File: src/design/plb_pkg.sv
// Constants and carrier types for the loopback and PRBS self-test block.
// Assumes a 16-bit management register port with 8-bit register offsets.
package plb_pkg;

    // Register port geometry
    localparam int ADDR_W = 8;
    localparam int DATA_W = 16;

    // Register offsets
    localparam logic [7:0] OFS_BASIC_CONTROL       = 8'h00;
    localparam logic [7:0] OFS_SELFTEST_LOOP_CTRL  = 8'h16;
    localparam logic [7:0] OFS_SELFTEST_STATUS     = 8'h17;
    localparam logic [7:0] OFS_SELFTEST_RX_BYTES   = 8'h71;
    localparam logic [7:0] OFS_SELFTEST_ERR_BYTES  = 8'h72;
    localparam logic [7:0] OFS_LOOPBACK_SETUP      = 8'hfe;

    // Reset values
    localparam logic [15:0] RST_BASIC_CONTROL      = 16'h0000;
    localparam logic [15:0] RST_SELFTEST_LOOP_CTRL = 16'h0000;
    localparam logic [15:0] RST_LOOPBACK_SETUP     = 16'h0000;
    localparam logic [15:0] LOOPBACK_SETUP_VALUE   = 16'he720;

    // Field positions: basic control
    localparam int BC_MII_LOOP    = 14;
    // Field positions: self-test / loop control
    localparam int SC_PCS_LOOP    = 0;
    localparam int SC_DIG_LOOP    = 1;
    localparam int SC_ANA_LOOP    = 2;
    localparam int SC_EXT_LOOP    = 3;
    localparam int SC_REV_LOOP    = 4;
    localparam int SC_REV_TO_MAC  = 5;
    localparam int SC_MII_TO_LINE = 6;
    localparam int SC_LONG_PKT    = 13;
    localparam int SC_CONTINUOUS  = 14;
    localparam int SC_TEST_EN     = 15;
    // Field positions: self-test status
    localparam int ST_LOCKED      = 0;
    localparam int ST_SYNC_LOST   = 1;
    localparam int ST_GEN_BUSY    = 2;

    // Packet framing
    localparam logic [10:0] PKT_LEN_SHORT = 11'd64;
    localparam logic [10:0] PKT_LEN_LONG  = 11'd1518;
    localparam logic [14:0] PRBS_SEED     = 15'h7fff;
    localparam logic [15:0] CNT_MAX       = 16'hffff;

    // One byte of a data stream
    typedef struct packed {
        logic       valid;
        logic [7:0] data;
    } plb_byte_t;

    // Selected loopback point, one-hot
    typedef enum logic [6:0] {
        LP_NONE = 7'b0000001,
        LP_MII  = 7'b0000010,
        LP_PCS  = 7'b0000100,
        LP_DIG  = 7'b0001000,
        LP_ANA  = 7'b0010000,
        LP_EXT  = 7'b0100000,
        LP_REV  = 7'b1000000
    } plb_loop_t;

    // Packet generator states
    typedef enum logic [2:0] {
        GEN_IDLE = 3'b001,
        GEN_PKT  = 3'b010,
        GEN_GAP  = 3'b100
    } plb_gen_t;

endpackage

File: src/design/plb_selftest.sv
// Loopback routing and PRBS self-test logic of a 10/100/1000 transceiver.
// Assumes byte streams on the MAC and line sides, one byte per enabled clock,
// and a synchronous management register port driven by the station manager.
`timescale 1ns/1ps
`default_nettype none

module plb_selftest #(
    parameter int IPG_BYTES  = 12,
    parameter int LOCK_BYTES = 4,
    parameter int LOSS_BYTES = 8
) (
    input  wire logic                    clk_sys,
    input  wire logic                    rst,
    input  wire logic                    ce,
    input  wire logic                    reg_wr,
    input  wire logic                    reg_rd,
    input  wire logic [plb_pkg::ADDR_W-1:0] reg_addr,
    input  wire logic [plb_pkg::DATA_W-1:0] reg_wdata,
    output var  logic [plb_pkg::DATA_W-1:0] reg_rdata,
    output var  logic                    reg_rvalid,
    input  wire logic                    speed_gig,
    input  wire plb_pkg::plb_byte_t      mac_tx,
    output var  plb_pkg::plb_byte_t      mac_rx,
    output var  plb_pkg::plb_byte_t      line_tx,
    input  wire plb_pkg::plb_byte_t      line_rx
);
    import plb_pkg::*;

    generate
        if (IPG_BYTES < 1 || IPG_BYTES > 255 || LOCK_BYTES < 1 || LOCK_BYTES > 255 ||
            LOSS_BYTES < 1 || LOSS_BYTES > 255) begin : g_bad_param
            $error("plb_selftest: byte counts must lie in 1..255");
        end
    endgenerate

    // Last index of each byte count; counters start from zero
    localparam logic [7:0] IPG_LAST  = 8'(IPG_BYTES - 1);
    localparam logic [7:0] LOCK_LAST = 8'(LOCK_BYTES - 1);
    localparam logic [7:0] LOSS_LAST = 8'(LOSS_BYTES - 1);

    // State of the block apart from the line output register
    typedef struct packed {
        logic [15:0] basic_control;
        logic [15:0] loop_ctrl;
        logic [15:0] loopback_setup;
        logic [15:0] rdata;
        logic        rvalid;
        plb_byte_t   tx_s0;      // MAC interface stage
        plb_byte_t   tx_s1;      // Coding stage
        plb_byte_t   tx_s2;      // Digital processing stage
        plb_byte_t   tx_s3;      // Analog front end stage
        plb_byte_t   rx_r3;
        plb_byte_t   rx_r2;
        plb_byte_t   rx_r1;
        plb_byte_t   rx_r0;
        plb_byte_t   mac_out;
        logic        test_en_q;
        plb_gen_t    gen_state;
        logic [10:0] gen_cnt;
        logic [7:0]  gap_cnt;
        logic [14:0] gen_lfsr;
        logic [14:0] chk_hist;
        logic [7:0]  match_run;
        logic [7:0]  miss_run;
        logic        locked;
        logic        sync_lost;
        logic [15:0] rx_bytes;
        logic [15:0] err_bytes;
    } plb_state_t;

    plb_state_t st;
    plb_state_t next_st;

    // Advance the 15-bit PRBS by eight bits; new byte is the low eight bits
    function automatic logic [14:0] prbs_step8(input logic [14:0] s);
        logic [14:0] v;
        v = s;
        for (int i = 0; i < 8; i++) begin
            v = {v[13:0], v[14] ^ v[13]};
        end
        return v;
    endfunction

    // Counter step: wrap in continuous mode, else hold at maximum
    // Holding keeps a long run readable instead of silently restarting
    function automatic logic [15:0] cnt_step(input logic [15:0] c, input logic cont);
        logic [15:0] r;
        r = c + 16'h0001;
        if (c == CNT_MAX) begin
            r = cont ? 16'h0000 : CNT_MAX;
        end
        return r;
    endfunction

    // Loop point selection and derived controls
    plb_loop_t   loop_sel;
    logic        test_en;
    logic        test_start;
    logic        cont_mode;
    logic [10:0] pkt_last;
    plb_byte_t   gen_byte;
    plb_byte_t   tx_src;
    plb_byte_t   chk_in;
    logic [14:0] gen_next;
    logic [14:0] chk_next;
    logic [7:0]  chk_pred;
    logic [15:0] status_word;

    // Fixed priority among loop selection bits
    // Shallowest loop wins so a stray deeper bit cannot steal the path
    // External loop is dropped at gigabit speed
    always_comb begin
        loop_sel = LP_NONE;
        if (st.basic_control[BC_MII_LOOP]) begin
            loop_sel = LP_MII;
        end else if (st.loop_ctrl[SC_PCS_LOOP]) begin
            loop_sel = LP_PCS;
        end else if (st.loop_ctrl[SC_DIG_LOOP]) begin
            loop_sel = LP_DIG;
        end else if (st.loop_ctrl[SC_ANA_LOOP]) begin
            loop_sel = LP_ANA;
        end else if (st.loop_ctrl[SC_EXT_LOOP] && !speed_gig) begin
            loop_sel = LP_EXT;
        end else if (st.loop_ctrl[SC_REV_LOOP]) begin
            loop_sel = LP_REV;
        end
    end

    // Self-test controls
    assign test_en    = st.loop_ctrl[SC_TEST_EN];
    assign test_start = test_en && !st.test_en_q;
    assign cont_mode  = st.loop_ctrl[SC_CONTINUOUS];
    assign pkt_last   = (st.loop_ctrl[SC_LONG_PKT] ? PKT_LEN_LONG : PKT_LEN_SHORT) - 11'd1;
    assign gen_next   = prbs_step8(st.gen_lfsr);
    assign chk_next   = prbs_step8(st.chk_hist);
    assign chk_pred   = chk_next[7:0];
    assign status_word = {13'h0000, st.gen_state != GEN_IDLE, st.sync_lost, st.locked};

    // Generator output byte: payload in packets, silence in the gap
    always_comb begin
        gen_byte.valid = (st.gen_state == GEN_PKT);
        gen_byte.data  = gen_next[7:0];
    end

    // Transmit source: reverse loop, self test, or the MAC
    always_comb begin
        if (loop_sel == LP_REV) begin
            tx_src = st.rx_r0;
        end else if (test_en) begin
            tx_src = gen_byte;
        end else begin
            tx_src = mac_tx;
        end
    end

    // Checker looks at what reaches the MAC interface
    // In MII loop the byte comes straight from the MAC stage
    assign chk_in = (loop_sel == LP_MII) ? st.tx_s0 : st.rx_r1;

    // Next state
    always_comb begin
        next_st        = st;
        next_st.rvalid = 1'b0;

        // Register writes
        if (reg_wr) begin
            unique case (reg_addr)
                OFS_BASIC_CONTROL:      next_st.basic_control  = reg_wdata;
                OFS_SELFTEST_LOOP_CTRL: next_st.loop_ctrl      = reg_wdata;
                OFS_LOOPBACK_SETUP:     next_st.loopback_setup = reg_wdata;
                default: ;
            endcase
        end

        // Register reads, unmapped offsets read zero
        if (reg_rd) begin
            next_st.rvalid = 1'b1;
            unique case (reg_addr)
                OFS_BASIC_CONTROL:      next_st.rdata = st.basic_control;
                OFS_SELFTEST_LOOP_CTRL: next_st.rdata = st.loop_ctrl;
                OFS_SELFTEST_STATUS:    next_st.rdata = status_word;
                OFS_SELFTEST_RX_BYTES:  next_st.rdata = st.rx_bytes;
                OFS_SELFTEST_ERR_BYTES: next_st.rdata = st.err_bytes;
                OFS_LOOPBACK_SETUP:     next_st.rdata = st.loopback_setup;
                default:                next_st.rdata = 16'h0000;
            endcase
        end

        // Transmit chain
        // One register per stage so every loop point has its own tap
        next_st.tx_s0 = tx_src;
        next_st.tx_s1 = st.tx_s0;
        next_st.tx_s2 = st.tx_s1;
        next_st.tx_s3 = st.tx_s2;

        // Receive chain with turnaround taps
        // Deeper loops turn around earlier in this chain and so see
        // more stages, which makes their latency longer
        next_st.rx_r3 = (loop_sel == LP_ANA) ? st.tx_s3 : line_rx;
        next_st.rx_r2 = (loop_sel == LP_DIG) ? st.tx_s2 : st.rx_r3;
        next_st.rx_r1 = (loop_sel == LP_PCS) ? st.tx_s1 : st.rx_r2;
        next_st.rx_r0 = chk_in;

        // MAC receive output; reverse loop forwards only on request
        next_st.mac_out = st.rx_r0;
        if (loop_sel == LP_REV && !st.loop_ctrl[SC_REV_TO_MAC]) begin
            next_st.mac_out.valid = 1'b0;
        end

        // Packet generator
        // Free-running against the checker; only the packet state
        // and the LFSR move, the gap sends no valid bytes
        next_st.test_en_q = test_en;
        unique case (st.gen_state)
            GEN_IDLE: begin
                if (test_en) begin
                    next_st.gen_state = GEN_PKT;
                    next_st.gen_cnt   = 11'd0;
                end
            end
            GEN_PKT: begin
                next_st.gen_lfsr = gen_next;
                // Length may shrink mid-packet; end at once then
                if (st.gen_cnt >= pkt_last) begin
                    next_st.gen_state = GEN_GAP;
                    next_st.gap_cnt   = 8'h00;
                end else begin
                    next_st.gen_cnt = st.gen_cnt + 11'd1;
                end
            end
            GEN_GAP: begin
                if (st.gap_cnt == IPG_LAST) begin
                    next_st.gen_state = test_en ? GEN_PKT : GEN_IDLE;
                    next_st.gen_cnt   = 11'd0;
                end else begin
                    next_st.gap_cnt = st.gap_cnt + 8'h01;
                end
            end
        endcase

        // Checker: self-synchronising reference from received history
        // The last 15 received bits rebuild the generator state, so no
        // seed exchange is needed; a bad bit upsets a few predictions
        // Errors count only while locked, so start-up bytes are free
        if (test_start) begin
            next_st.chk_hist  = 15'h0000;
            next_st.match_run = 8'h00;
            next_st.miss_run  = 8'h00;
            next_st.locked    = 1'b0;
            next_st.sync_lost = 1'b0;
            next_st.rx_bytes  = 16'h0000;
            next_st.err_bytes = 16'h0000;
        end else if (test_en && st.rx_r0.valid) begin
            next_st.chk_hist = {st.chk_hist[6:0], st.rx_r0.data};
            next_st.rx_bytes = cnt_step(st.rx_bytes, cont_mode);
            if (st.rx_r0.data == chk_pred) begin
                next_st.miss_run = 8'h00;
                if (!st.locked) begin
                    if (st.match_run == LOCK_LAST) begin
                        next_st.locked = 1'b1;
                    end else begin
                        next_st.match_run = st.match_run + 8'h01;
                    end
                end
            end else begin
                next_st.match_run = 8'h00;
                if (st.locked) begin
                    next_st.err_bytes = cnt_step(st.err_bytes, cont_mode);
                    if (st.miss_run == LOSS_LAST) begin
                        next_st.locked    = 1'b0;
                        next_st.sync_lost = 1'b1;
                        next_st.miss_run  = 8'h00;
                    end else begin
                        next_st.miss_run = st.miss_run + 8'h01;
                    end
                end
            end
        end
    end

    // State register, frozen while the clock enable is low
    // Reset loads constants only; the seed must be nonzero
    always_ff @(posedge clk_sys or posedge rst) begin
        if (rst) begin
            st                <= '0;
            st.basic_control  <= RST_BASIC_CONTROL;
            st.loop_ctrl      <= RST_SELFTEST_LOOP_CTRL;
            st.loopback_setup <= RST_LOOPBACK_SETUP;
            st.gen_state      <= GEN_IDLE;
            st.gen_lfsr       <= PRBS_SEED;
        end else if (ce) begin
            st <= next_st;
        end
    end

    // Line output: quiet during internal near-end loops, except MII loop with SC_MII_TO_LINE set
    // Kept apart so the quiet mask sees the current loop choice
    plb_byte_t line_q;
    always_ff @(posedge clk_sys or posedge rst) begin
        if (rst) begin
            line_q <= '0;
        end else if (ce) begin
            line_q <= st.tx_s3;
            if ((loop_sel == LP_MII && !st.loop_ctrl[SC_MII_TO_LINE]) ||
                loop_sel == LP_PCS || loop_sel == LP_DIG || loop_sel == LP_ANA) begin
                line_q.valid <= 1'b0;
            end
        end
    end

    // Outputs straight from flip-flops
    assign reg_rdata  = st.rdata;
    assign reg_rvalid = st.rvalid;
    assign mac_rx     = st.mac_out;
    assign line_tx    = line_q;

endmodule

`default_nettype wire

File: config.mk
export PLATFORM = sky130hd
export DESIGN_NAME = plb_selftest
export DESIGN_NICKNAME = d
export VERILOG_FILES = /design/src/design/plb_pkg.sv /design/src/design/plb_selftest.sv
export SDC_FILE = /design/constraint.sdc
export NUM_CORES = 1
export LEC_CHECK = 0
export BUFFER_PORTS_ARGS = -buffer_cell sky130_fd_sc_hd__buf_4
export CORE_ASPECT_RATIO = 1.5
export CORE_UTILIZATION = 30
export CTS_BUF_LIST = sky130_fd_sc_hd__clkbuf_16
export DETAILED_ROUTE_END_ITERATION = 6
export PLACE_DENSITY_LB_ADDON = 0.2
export SLEW_MARGIN = 20
export SYNTH_ARGS = -nofsm -noshare
export SYNTH_HDL_FRONTEND = slang
export SYNTH_SLANG_ARGS = --single-unit
File: constraint.sdc
create_clock -name clk_sys -period 9.56 [get_ports clk_sys]
set_input_delay 0.956 -clock clk_sys [delete_from_list [all_inputs] [get_ports clk_sys]]
set_output_delay 0.956 -clock clk_sys [all_outputs]
set_load 0.05 [all_outputs]
==> impl_metrics.yaml <==
job:
  max-cap-violations: 0
cells_and_area:
  fillCellCount: 4306
  antennaDiodeCount: 0
  fin_cells: 1829
  drive_gt1_share_pct: 18.3
  syn2layout_area_growth_pct: 14.3
  fin_nets: 1308
sta:
  period_share_pct: 32.0
  worst_pin_slew_ns: 0.987
  tns_ns: 0
  clock_skew_ns: 0.0202
  fmax_ghz: 0.326
  rsz0062_at_grt: "false"
  report.final.slew_viol_count: 0
  slew_headroom_pct: 34.2
  min_period_ns: 3.06
  hold_viol: 0
  finalSetupViolCount: 0
yosys:
  synth_seq_area_share_pct: 51.0
  async_flop_share_pct: 100
  synth_most_common_cell: "dfrtp_1"
  netlist_area_um2: 12700
  synthCells: 1214
  ys_ff_latch: 258
  synthTopCellsByArea: "dfrtp_1 (48%), mux2_2 (5.2%), a21oi_1 (3.9%), mux2_1 (3.5%), dfstp_2 (3.3%)"
  ys_warn_count: 0
  synth_nets: 1274
  syn_avg_cell_area_um2: 10.5
  synth-edff-count: 0
  synth.top_cells.by_count: "dfrtp_1 (242), nand2_1 (105), a21oi_1 (100), nor2_1 (94), mux2_2 (59)"
  synth_area_leader_cell: "dfrtp_1"
  ys_types: 80
  synth_ff_type: "dfrtp_1"
  synth_top_area_share_pct: 47.7
floorplan:
  die-area_um2: 43200
  die_w_um: 170
  ioPinCount: 83
  rows: 92
  start_util_pct: 30.3
  core_area_um2: 41900
  die_y_um: 254
cts:
  clk-insertion-delay-late_ns: 0.55
  cts_tree: "done"
  ctsHoldBuffers: 0
  cts.path.max_buffers: 3
  cts_root_buf: "clkbuf_16"
  htreeDepth: 1
  cts_sinks: 258
  cts_buffers: 27
  clk_pin_slew_ns: 0.06
  postCtsSetupBuffers: 0
  cts_resized: 0
setup_path:
  crit_required_ns: 9.99
  worstPathArrival_ns: 3.49
  worstSetupStartpointType: "input pin"
  r2r_start: "st[230]"
  reg2reg_depth: 8
  crit_fanout: 17
  reg2reg_setup_slack_ns: 6.65
  reg2reg_to: "st[94]"
  endpoint_kind: "register"
  worstSetupPathType: "input pin to register"
hold_path:
  holdPathEnd: "chk_next[10]"
  min_from: "chk_next[10]"
  min_path_type: "register to register"
  min_path_cells: 2
placement:
  finalWeightedCongestion: 0.815
  io_buffers: 82
  placed_cells: 1783
  hpwl_mm: 22.6
power:
  vdd_drop_max_mv: 0.123
  power_density_nw_per_um2: 190
  power.total_mw: 2.77
  power_leakage_nw: 6.29
route:
  drt-total-wl_mm: 32.8
  drt_first_pass_iters: 5
  drt-vias-per-instance: 5.04
  via_count: 9219
  route.antenna.remaining_nets: 0
  routedWlPerCell_um: 18.0
  post-route-drc-count: 0
  first_iter_violations: 648
global_routing:
  grt_max_degree: 134
  grtUsageTotal_pct: 15.4
  grt_antenna_before_repair: 0
  grt_pass1_vias: 9364
  grt_pass1_wl_mm: 52.5
  gr-total-overflow: 0
outcome:
  status: "complete, no violations"
==> cell usage in the layout, fill, tap and decap left out, types with 9 or more instances in the layout <==
| cell | n |
|---|---|
| dfrtp_1 | 242 |
| nand2_1 | 105 |
| a21oi_1 | 99 |
| nor2_1 | 94 |
| buf_4 | 94 |
| mux2_2 | 59 |
| nand3_1 | 46 |
| mux2_1 | 40 |
| mux2i_1 | 39 |
| o21ai_1 | 35 |
| inv_1 | 32 |
| o21ai_0 | 31 |
| clkbuf_16 | 27 |
| and3_1 | 25 |
| a22o_1 | 24 |
| nor3_1 | 16 |
| dfstp_2 | 16 |
| a22oi_1 | 15 |
| a222oi_1 | 14 |
| ha_1 | 12 |
| nand2b_1 | 9 |
| or4_1 | 9 |
==> metrics by stage <==
step                      hold slack [ns]  cell area, um2  setup WS [ns]  utilization [%]
after global placement              0.450           13700           5.88             32.6
after floorplan                     0.438           12700           1.53                -
final                               0.465           14500           6.50             34.7
after global routing                0.490           14500           6.30             34.7
after CTS                           0.469           14500           6.49             34.7
after detailed placement            0.455           13700           5.91             32.6
==> flip-flops by register name, summed over array words and instances (netlist names) <==
name,flops
st,172
next_st,36
reg_rdata,16
line_tx,9
mac_rx,9
chk_next,7
gen_next,7
cont_mode,1
reg_rvalid,1
==> critical path, cell delays in order <==
cell and delay, ns:
buf_4 0.11, nor4_1 0.25, and3_1 0.23, and2_1 0.61, nand3_1 0.77, mux2_1 0.56
==> worst max path at each step <==
stage | slack [ns] | start | endpoint
after floorplan | 1.53 | rst | chk_next[10]
after global placement | 5.88 | reg_addr[3] | cont_mode
after global routing | 6.30 | reg_addr[3] | st[228]
after CTS | 6.49 | reg_addr[3] | st[226]
final | 6.50 | reg_addr[3] | st[227]
after detailed placement | 5.91 | reg_addr[3] | st[226]
==> where the power goes <==
| group | switching [mW] | internal [mW] |
|---|---|---|
| Sequential | 0.105 | 1.24 |
| Combinational | 0.214 | 0.156 |
| Clock | 0.440 | 0.614 |
==> kinds of logic (layout without fill, tap and decap cells) <==
kind of cell,after synthesis,count (layout),share of synthesized area (%)
multiplexers,138,138,11.8
flip-flops,258,258,51.0
adder cells (fa/ha/maj),12,12,1.18
AND/OR/NAND/NOR,370,370,14.5
AO/OA/AOI/OAI,303,303,15.8
buffers and inverters,117,168,4.54
XOR/XNOR,16,16,1.10
==> layout make-up <==
type,count,area (um2),area share (%)
sequential,258,6480,44.6
inverter,28,113,0.776
timing repair buffer,94,706,4.86
tap,564,706,4.86
clock buffer,27,676,4.65
clock inverter,19,180,1.24
multi-input combinational,839,5660,39.0
==> layer usage <==
metal	vias to the layer above	share of wire (%)	track usage (%)
met5	-	0	0
met4	0	2.0	4.22
met3	44	3.1	1.71
met2	148	52	28.2
met1	4580	43	18.9
li1	4447	-	-
Note: power is estimated with default switching activity, not from simulation.
